==> src/rtl/ebps_pkg.sv <==
package ebps_pkg;

  // ---------------------------------------------------------------
  // Pin group widths and packing of the general-purpose port vector
  // ---------------------------------------------------------------
  localparam int AD_W = 16;
  localparam int LO_W = 15;
  localparam int HI_W = 6;
  localparam int CTL_W = 6;
  localparam int ADDR_W = 22;
  localparam int GP_W = AD_W + LO_W + HI_W + CTL_W;
  localparam int GP_AD_BASE = 0;
  localparam int GP_LO_BASE = GP_AD_BASE + AD_W;
  localparam int GP_HI_BASE = GP_LO_BASE + LO_W;
  localparam int GP_CTL_BASE = GP_HI_BASE + HI_W;

  // ---------------------------------------------------------------
  // Bit positions inside the control pin group
  // ---------------------------------------------------------------
  localparam int CTL_LOW_BYTE = 0;
  localparam int CTL_HIGH_BYTE = 1;
  localparam int CTL_RW_WRH = 2;
  localparam int CTL_DATA_STROBE = 3;
  localparam int CTL_ADDR_STROBE = 4;
  localparam int CTL_HOLD_GRANT = 5;

  // ---------------------------------------------------------------
  // Reset values
  // ---------------------------------------------------------------
  localparam logic [ADDR_W-1:0] HELD_ADDR_RST = 22'h000000;
  localparam logic [1:0] HELD_BE_RST = 2'h3;
  localparam logic [AD_W-1:0] DATA_RST = 16'h0000;

  // ---------------------------------------------------------------
  // Bus sequencer states
  // ---------------------------------------------------------------
  typedef enum logic [6:0] {
    EBPS_IDLE = 7'h01,
    EBPS_T1 = 7'h02,
    EBPS_T2 = 7'h04,
    EBPS_TW = 7'h08,
    EBPS_T3 = 7'h10,
    EBPS_HOLD = 7'h20,
    EBPS_STOP = 7'h40
  } ebps_state_t;

endpackage : ebps_pkg

==> src/rtl/ebps_pin_cell.sv <==
`timescale 1ns/1ps
module ebps_pin_cell #(
  parameter int W = 1
) (
  // Clock and reset
  input wire logic clk_in,
  input wire logic rst_in,
  // Function select and values
  input wire logic bus_sel_in,
  input wire logic [W-1:0] bus_val_in,
  input wire logic [W-1:0] bus_oe_in,
  input wire logic [W-1:0] gp_dir_in,
  input wire logic [W-1:0] gp_val_in,
  // Pin
  input wire logic [W-1:0] pin_in,
  output logic [W-1:0] pin_out,
  output logic [W-1:0] pin_oe_out,
  output logic [W-1:0] pin_read_out
);

  logic [W-1:0] next_pin;
  logic [W-1:0] next_oe;

  // Bus function or per-bit port function, each bit with its own direction.
  always_comb begin
    next_pin = bus_sel_in ? bus_val_in : gp_val_in;
    next_oe = bus_sel_in ? bus_oe_in : gp_dir_in;
  end

  // Drivers are released while reset is applied.
  always_ff @(posedge clk_in or posedge rst_in) begin
    if (rst_in) begin
      pin_out <= '0;
      pin_oe_out <= '0;
      pin_read_out <= '0;
    end else begin
      pin_out <= next_pin;
      pin_oe_out <= next_oe;
      pin_read_out <= pin_in;
    end
  end

endmodule : ebps_pin_cell

==> src/rtl/ebps_clk_out.sv <==
`timescale 1ns/1ps
module ebps_clk_out (
  // Clock and reset
  input wire logic clk_in,
  input wire logic rst_in,
  // Control
  input wire logic run_in,
  // Clock pin
  output logic clk_pin_out,
  output logic clk_oe_out
);

  logic next_clk;

  // Divide by two while running, otherwise hold low.
  always_comb begin
    next_clk = run_in ? ~clk_pin_out : 1'b0;
  end

  // The pin floats only while reset is applied.
  always_ff @(posedge clk_in or posedge rst_in) begin
    if (rst_in) begin
      clk_pin_out <= 1'b0;
      clk_oe_out <= 1'b0;
    end else begin
      clk_pin_out <= next_clk;
      clk_oe_out <= 1'b1;
    end
  end

endmodule : ebps_clk_out

==> src/rtl/ebps_top.sv <==
// How it works
// - Reset floats pins; afterwards ports act as inputs.
// - Address/data lines float outside active bus cycles.
// - Halt holds address, strobes high, hold works.
// - Stop floats upper pins, clock low, ignore hold.
// - Hold grant low, upper pins float, requester holds.
// - Inactive cycle holds address, drives strobes high.
// - Inactive when expansion on and fetching internally.
// - Held levels undefined before first external access.
// - Held levels equal last external bus cycle.
// - Clock output low when inhibit is selected.
// - Wait ignored outside active bus cycle states.
// - Unused bus pins are per-bit directional ports.
// - Wait input inserts wait states into cycles.
// - Separate byte enables or byte write strobes.
// - Address from lower lines plus six upper.
// - Address in first state, data later, floats idle.
`timescale 1ns/1ps
module ebps_top (
  // Clock and reset
  input wire logic clk_in,
  input wire logic rst_in,
  // Operating mode
  input wire logic expansion_mode_in,
  input wire logic pc_internal_in,
  input wire logic halt_in,
  input wire logic idle_stop_in,
  input wire logic system_clock_out_inhibit_in,
  input wire logic byte_strobe_sel_in,
  // Access request from the core
  input wire logic req_valid_in,
  input wire logic req_write_in,
  input wire logic [21:0] req_addr_in,
  input wire logic [1:0] req_be_n_in,
  input wire logic [15:0] req_wdata_in,
  output logic req_done_out,
  output logic [15:0] req_rdata_out,
  output logic bus_inactive_out,
  output logic held_valid_out,
  // General-purpose port configuration and readback
  input wire logic [42:0] gp_dir_in,
  input wire logic [42:0] gp_val_in,
  output logic [42:0] gp_read_out,
  // Multiplexed address/data pins
  input wire logic [15:0] muxed_addr_data_in,
  output logic [15:0] muxed_addr_data_out,
  output logic [15:0] muxed_addr_data_oe_out,
  // Address pins
  input wire logic [14:0] lower_addr_lines_in,
  output logic [14:0] lower_addr_lines_out,
  output logic [14:0] lower_addr_lines_oe_out,
  input wire logic [5:0] upper_addr_lines_in,
  output logic [5:0] upper_addr_lines_out,
  output logic [5:0] upper_addr_lines_oe_out,
  // Control pins: byte enables, read/write, strobes, hold grant
  input wire logic [5:0] bus_ctl_in,
  output logic [5:0] bus_ctl_out,
  output logic [5:0] bus_ctl_oe_out,
  // Hold request, wait and clock output
  input wire logic bus_hold_request_n_in,
  input wire logic wait_in,
  output logic system_clock_out,
  output logic system_clock_oe_out
);

  // ---------------------------------------------------------------
  // Sequencer
  // ---------------------------------------------------------------
  ebps_pkg::ebps_state_t state, next_state;
  logic cyc_write, next_cyc_write, held_valid, next_held_valid, next_done, next_inactive, start;
  logic [15:0] cyc_wdata, next_cyc_wdata, next_rdata;
  logic [21:0] held_addr, next_held_addr;
  logic [1:0] held_be_n, next_held_be_n;
  logic st_idle, st_t1, st_data, st_hold, st_stop;

  assign st_idle = (state == ebps_pkg::EBPS_IDLE);
  assign st_t1 = (state == ebps_pkg::EBPS_T1);
  assign st_data = (state == ebps_pkg::EBPS_T2) || (state == ebps_pkg::EBPS_TW);
  assign st_hold = (state == ebps_pkg::EBPS_HOLD);
  assign st_stop = (state == ebps_pkg::EBPS_STOP);
  assign start = st_idle && expansion_mode_in && !idle_stop_in && bus_hold_request_n_in
    && req_valid_in && !halt_in;

  // Next state and cycle bookkeeping.
  always_comb begin
    next_state = state;
    next_cyc_write = cyc_write;
    next_cyc_wdata = cyc_wdata;
    next_held_addr = held_addr;
    next_held_be_n = held_be_n;
    next_held_valid = held_valid;
    next_rdata = req_rdata_out;
    next_done = 1'b0;
    case (state)
      ebps_pkg::EBPS_IDLE: begin
        if (idle_stop_in) begin
          next_state = ebps_pkg::EBPS_STOP;
        end else if (expansion_mode_in && !bus_hold_request_n_in) begin
          next_state = ebps_pkg::EBPS_HOLD;
        end else if (start) begin
          next_state = ebps_pkg::EBPS_T1;
          next_cyc_write = req_write_in;
          next_cyc_wdata = req_wdata_in;
          next_held_addr = req_addr_in;
          next_held_be_n = req_be_n_in;
          next_held_valid = 1'b1;
        end
      end
      ebps_pkg::EBPS_T1: begin
        next_state = ebps_pkg::EBPS_T2;
      end
      ebps_pkg::EBPS_T2, ebps_pkg::EBPS_TW: begin
        next_state = wait_in ? ebps_pkg::EBPS_TW : ebps_pkg::EBPS_T3;
      end
      ebps_pkg::EBPS_T3: begin
        next_state = ebps_pkg::EBPS_IDLE;
        next_done = 1'b1;
        // Pins lag the state by one edge, so read data stand on the bus from the state after T2 up to T3.
        if (!cyc_write) begin
          next_rdata = muxed_addr_data_in;
        end
      end
      ebps_pkg::EBPS_HOLD: begin
        if (bus_hold_request_n_in || !expansion_mode_in) begin
          next_state = ebps_pkg::EBPS_IDLE;
        end
      end
      ebps_pkg::EBPS_STOP: begin
        if (!idle_stop_in) begin
          next_state = ebps_pkg::EBPS_IDLE;
        end
      end
      default: begin
        next_state = ebps_pkg::EBPS_IDLE;
      end
    endcase
    if (!expansion_mode_in) begin
      next_held_valid = 1'b0;
    end
    next_inactive = expansion_mode_in && pc_internal_in && st_idle;
  end

  // Sequencer registers.
  always_ff @(posedge clk_in or posedge rst_in) begin
    if (rst_in) begin
      state <= ebps_pkg::EBPS_IDLE;
      cyc_write <= 1'b0;
      cyc_wdata <= ebps_pkg::DATA_RST;
      held_addr <= ebps_pkg::HELD_ADDR_RST;
      held_be_n <= ebps_pkg::HELD_BE_RST;
      held_valid <= 1'b0;
      req_rdata_out <= ebps_pkg::DATA_RST;
      req_done_out <= 1'b0;
      bus_inactive_out <= 1'b0;
      held_valid_out <= 1'b0;
    end else begin
      state <= next_state;
      cyc_write <= next_cyc_write;
      cyc_wdata <= next_cyc_wdata;
      held_addr <= next_held_addr;
      held_be_n <= next_held_be_n;
      held_valid <= next_held_valid;
      req_rdata_out <= next_rdata;
      req_done_out <= next_done;
      bus_inactive_out <= next_inactive;
      held_valid_out <= next_held_valid;
    end
  end

  // ---------------------------------------------------------------
  // Bus-function pin values
  // ---------------------------------------------------------------
  logic [15:0] ad_val, ad_oe;
  logic [5:0] ctl_val, ctl_oe;
  logic wr_phase, upper_drive;

  // Strobes are active low; every strobe rests high between cycles.
  always_comb begin
    wr_phase = cyc_write && st_data;
    upper_drive = !(st_stop || st_hold);
    ad_val = st_t1 ? held_addr[15:0] : cyc_wdata;
    ad_oe = {16{st_t1 || (cyc_write && (st_data || state == ebps_pkg::EBPS_T3))}};
    ctl_val = '1;
    ctl_val[ebps_pkg::CTL_ADDR_STROBE] = !st_t1;
    ctl_val[ebps_pkg::CTL_DATA_STROBE] = !st_data;
    ctl_val[ebps_pkg::CTL_HIGH_BYTE] = held_be_n[1];
    if (byte_strobe_sel_in) begin
      ctl_val[ebps_pkg::CTL_LOW_BYTE] = !(wr_phase && !held_be_n[0]);
      ctl_val[ebps_pkg::CTL_RW_WRH] = !(wr_phase && !held_be_n[1]);
    end else begin
      ctl_val[ebps_pkg::CTL_LOW_BYTE] = held_be_n[0];
      ctl_val[ebps_pkg::CTL_RW_WRH] = !(cyc_write && !st_idle && !st_hold && !st_stop);
    end
    ctl_val[ebps_pkg::CTL_HOLD_GRANT] = !st_hold;
    ctl_oe = {6{upper_drive}};
    ctl_oe[ebps_pkg::CTL_HOLD_GRANT] = !st_stop;
  end

  // ---------------------------------------------------------------
  // Pin cells, one per group
  // ---------------------------------------------------------------
  ebps_pin_cell #(.W(ebps_pkg::AD_W)) u_ad (
    .clk_in(clk_in),
    .rst_in(rst_in),
    .bus_sel_in(expansion_mode_in),
    .bus_val_in(ad_val),
    .bus_oe_in(ad_oe),
    .gp_dir_in(gp_dir_in[ebps_pkg::GP_AD_BASE +: ebps_pkg::AD_W]),
    .gp_val_in(gp_val_in[ebps_pkg::GP_AD_BASE +: ebps_pkg::AD_W]),
    .pin_in(muxed_addr_data_in),
    .pin_out(muxed_addr_data_out),
    .pin_oe_out(muxed_addr_data_oe_out),
    .pin_read_out(gp_read_out[ebps_pkg::GP_AD_BASE +: ebps_pkg::AD_W])
  );
  // Lower address lines stay driven in every bus-mode state.
  ebps_pin_cell #(.W(ebps_pkg::LO_W)) u_lo (
    .clk_in(clk_in),
    .rst_in(rst_in),
    .bus_sel_in(expansion_mode_in),
    .bus_val_in(held_addr[15:1]),
    .bus_oe_in({15{1'b1}}),
    .gp_dir_in(gp_dir_in[ebps_pkg::GP_LO_BASE +: ebps_pkg::LO_W]),
    .gp_val_in(gp_val_in[ebps_pkg::GP_LO_BASE +: ebps_pkg::LO_W]),
    .pin_in(lower_addr_lines_in),
    .pin_out(lower_addr_lines_out),
    .pin_oe_out(lower_addr_lines_oe_out),
    .pin_read_out(gp_read_out[ebps_pkg::GP_LO_BASE +: ebps_pkg::LO_W])
  );
  ebps_pin_cell #(.W(ebps_pkg::HI_W)) u_hi (
    .clk_in(clk_in),
    .rst_in(rst_in),
    .bus_sel_in(expansion_mode_in),
    .bus_val_in(held_addr[21:16]),
    .bus_oe_in({6{upper_drive}}),
    .gp_dir_in(gp_dir_in[ebps_pkg::GP_HI_BASE +: ebps_pkg::HI_W]),
    .gp_val_in(gp_val_in[ebps_pkg::GP_HI_BASE +: ebps_pkg::HI_W]),
    .pin_in(upper_addr_lines_in),
    .pin_out(upper_addr_lines_out),
    .pin_oe_out(upper_addr_lines_oe_out),
    .pin_read_out(gp_read_out[ebps_pkg::GP_HI_BASE +: ebps_pkg::HI_W])
  );
  ebps_pin_cell #(.W(ebps_pkg::CTL_W)) u_ctl (
    .clk_in(clk_in),
    .rst_in(rst_in),
    .bus_sel_in(expansion_mode_in),
    .bus_val_in(ctl_val),
    .bus_oe_in(ctl_oe),
    .gp_dir_in(gp_dir_in[ebps_pkg::GP_CTL_BASE +: ebps_pkg::CTL_W]),
    .gp_val_in(gp_val_in[ebps_pkg::GP_CTL_BASE +: ebps_pkg::CTL_W]),
    .pin_in(bus_ctl_in),
    .pin_out(bus_ctl_out),
    .pin_oe_out(bus_ctl_oe_out),
    .pin_read_out(gp_read_out[ebps_pkg::GP_CTL_BASE +: ebps_pkg::CTL_W])
  );

  // Clock output runs except in stop mode or under inhibit.
  ebps_clk_out u_clk (
    .clk_in(clk_in),
    .rst_in(rst_in),
    .run_in(!st_stop && !system_clock_out_inhibit_in),
    .clk_pin_out(system_clock_out),
    .clk_oe_out(system_clock_oe_out)
  );
endmodule : ebps_top

==> config.mk <==
export PLATFORM = sky130hd
export DESIGN_NAME = ebps_top
export DESIGN_NICKNAME = d
export VERILOG_FILES = /design/src/rtl/ebps_pkg.sv /design/src/rtl/ebps_pin_cell.sv /design/src/rtl/ebps_clk_out.sv /design/src/rtl/ebps_top.sv
export SDC_FILE = /design/constraint.sdc
export NUM_CORES = 1
export LEC_CHECK = 0
export ABC_AREA = 1
export ABC_CLOCK_PERIOD_IN_PS = 2600
export BUFFER_PORTS_ARGS = -buffer_cell sky130_fd_sc_hd__buf_2
export CAP_MARGIN = 15
export CORE_MARGIN = 2
export CORE_UTILIZATION = 49
export CTS_BUF_LIST = sky130_fd_sc_hd__clkbuf_8
export CTS_CLUSTER_SIZE = 10
export DETAILED_ROUTE_END_ITERATION = 8
export PLACE_DENSITY = 0.83
export SLEW_MARGIN = 10
export SYNTH_ARGS = -nofsm -noshare
export SYNTH_HDL_FRONTEND = slang
export SYNTH_HIERARCHICAL = 1
export SYNTH_SLANG_ARGS = --single-unit
==> constraint.sdc <==
create_clock -name clk_in -period 2.6 [get_ports clk_in]
set_input_delay 0.39 -clock clk_in [delete_from_list [all_inputs] [get_ports clk_in]]
set_output_delay 0.39 -clock clk_in [all_outputs]
set_load 0.02 [all_outputs]
==> impl_metrics.ini <==
[synth]
ys_types = 27
yosysWarnings = 6
synth_area_per_cell_um2 = 9.46
yosys_register_bits = 198
netlist_area_um2 = 7450
synth_cells = 788
yosysSeqAreaShare_pct = 66.5

[detailed_routing]
drc = 0
vias = 6383
via_per_inst = 4.75
firstDrtPassIters = 4
post_drt_wl_per_cell_um = 14.8
drt_first_iter_violations = 345
routed_wl_mm = 19.9
final_antenna_net_count = 0

[clock_tree]
postCtsSetupBuffers = 0
cts_tree = yes
cts.repair.resized = 0
cts_sinks = 198
clkLatencyLatePin_ps = 450
clock_path_buffers = 2
h-tree-depth = 4
root_buffer = clkbuf_8
cts_buffers = 17
path_clk_slew_ps = 100
postCtsHoldBufs = 1

[critical_path]
path_class = reg2reg
crit_fanout = 16
path_delay_family = simple AND/OR/NAND/NOR gates
required_ps = 3000
max_stage_delay_ps = 440
start_kind = flip-flop
cp_slowest_cell = nand2_1
arrival_ps = 2370
path_cells = nor2_1 > nand2_1 > inv_1 > nand3_1 > nor2_1 > nor2_1 > nand2_1 > nand2_1 > nand2_1
crit_buf_inv = 1
end_kind = flip-flop
path_common_cell = nand2_1

[floorplanning]
die_h_um = 127
num_rows = 45
die_w_um = 127
die_area_um2 = 16200
boundaryPins = 331
start_util_pct = 49.6
core_um2 = 15000

[final_layout]
layout.nets = 1322
syn2layout_area_growth_pct = 30.5
final_cell_mix = nand2_1 (462), buf_2 (329), dfrtp_1 (195)
fillCellCount = 1238
fin_cells = 1345
final_common_cell = nand2_1
final_layout_size_suffix_gt1_share_pct = 34.9

[worst_hold_path]
hold_class = in2reg

[sta]
clock_skew_ps = 11.4
worstMarginPinSlew_ps = 1040
rsz0062_at_grt = no
timing.hold.ws_ps = 37.6
tns_ps = 0
setup_viol = 0
slew_headroom_pct = 30.7
finalCritPeriodShare_pct = 75.7
hold_viol = 0
drv_slew = 0
min_period_ps = 1970
clock.fmax_mhz = 508

[placed_design]
dp_hpwl_mm = 14.3
io_buffers = 330
gp_congestion = 0.880
placed_cells_incl_taps = 1299

[global_routing]
grt_max_degree = 61
antenna_found_initial = 3
grtUsageTotal_pct = 25.0
first_global_vias = 6393
grt_overflow_total = 0
grt_pass1_wl_mm = 31.4

[power_and_ir_drop]
power_density_nw_per_um2 = 760
p_leak_nw = 5.63
p_total_mw = 7.39
ir_worst_vdd_uv = 520

[run]
cap_violations = 0

[outcome]
status = complete, no violations
cells by family after synthesis:
| kind of cell | count (synthesis) | synth area share, % |
|---|---|---|
| AOI/OAI and AO/OA | 7 | 0.571 |
| other | 2 | 0.101 |
| DFF | 198 | 66.5 |
| and+or+nand+nor | 520 | 27.8 |
| buffers and inverters | 61 | 4.97 |
synthesized netlist by cell type (all sizes together):
library cell | n | area (um^2)
conb | 2 | 7.51
nor4 | 1 | 21.3
nor2 | 18 | 82.6
buf | 22 | 186
nand2 | 474 | 1820
dfstp | 3 | 78.8
o21ai | 4 | 20.0
o31ai | 1 | 7.51
nand3 | 20 | 100
o21bai | 1 | 7.51
o21a | 1 | 7.51
inv | 30 | 120
clkbuf | 9 | 63.8
dfrtp | 195 | 4880
nand4 | 3 | 31.3
nor3 | 4 | 20.0
final timing paths:
check,start,to,slack (ps),cells past startpoint
hold reg to reg,u_clk/clk_pin_out$_DFF_PP0_,u_clk/clk_pin_out$_DFF_PP0_,440,1
hold / removal,lower_addr_lines_in[11],u_lo/pin_read_out[11]$_DFF_PP0_,40,1
max in group asynchronous,rst_in,u_lo/pin_oe_out[11]$_DFF_PP0_,1160,3
setup / recovery,state[5]$_DFFE_PP0P_,u_ad/pin_oe_out[9]$_DFF_PP0_,630,9
setup reg to reg,state[5]$_DFFE_PP0P_,u_ad/pin_oe_out[9]$_DFF_PP0_,630,9
min in group asynchronous,rst_in,u_clk/clk_oe_out$_DFF_PP0_,400,3
layout make-up:
cell class | instances | area (um^2) | area share [%]
clock inverter | 14 | 115 | 1.18
multi-input combinational | 543 | 2180 | 22.4
timing repair buffer | 351 | 1860 | 19.2
sequential | 198 | 4960 | 51.0
antenna | 3 | 7.51 | 0.0772
inverter | 30 | 121 | 1.25
tap | 188 | 235 | 2.42
clock buffer | 18 | 248 | 2.55
report_power, final:
part           switching, mW  total [mW]  internal, mW
Combinational           1.13        1.74         0.604
Clock                   1.10        1.81         0.711
Sequential             0.242        3.84          3.60
per-layer routing:
| metal | routed length, um | GRT usage [%] | part of all wire, % | vias to the layer above |
|---|---|---|---|---|
| met4 | 519 | 9.31 | 2.6 | 0 |
| li1 | - | - | - | 3059 |
| met5 | 0 | 0 | 0 | - |
| met3 | 1640 | 7.45 | 8.3 | 46 |
| met2 | 10400 | 44.5 | 52 | 283 |
| met1 | 7290 | 28.3 | 37 | 2995 |
registers in the layout (all words and copies together), names as in the netlist, 15 cells and up:
register,flops
u_ad/pin_read_out,16
u_lo/pin_out,15
req_rdata_out,16
u_lo/pin_read_out,15
held_addr,22
cyc_wdata,16
u_lo/pin_oe_out,15
u_ad/pin_out,16
u_ad/pin_oe_out,16
metrics by stage:
| step | worst slack [ps] | utilization (%) | cell area (um^2) |
|---|---|---|---|
| 4_1_cts | 611 | 64.0 | 9620 |
| 5_1_grt | 394 | 64.7 | 9730 |
| 3_5_place_dp | 641 | 61.5 | 9250 |
| 2_1_floorplan | 532 | - | 7510 |
| 6_report | 631 | 64.7 | 9730 |
| 3_3_place_gp | 733 | 61.5 | 9250 |
(Power assumes the default switching activity.)
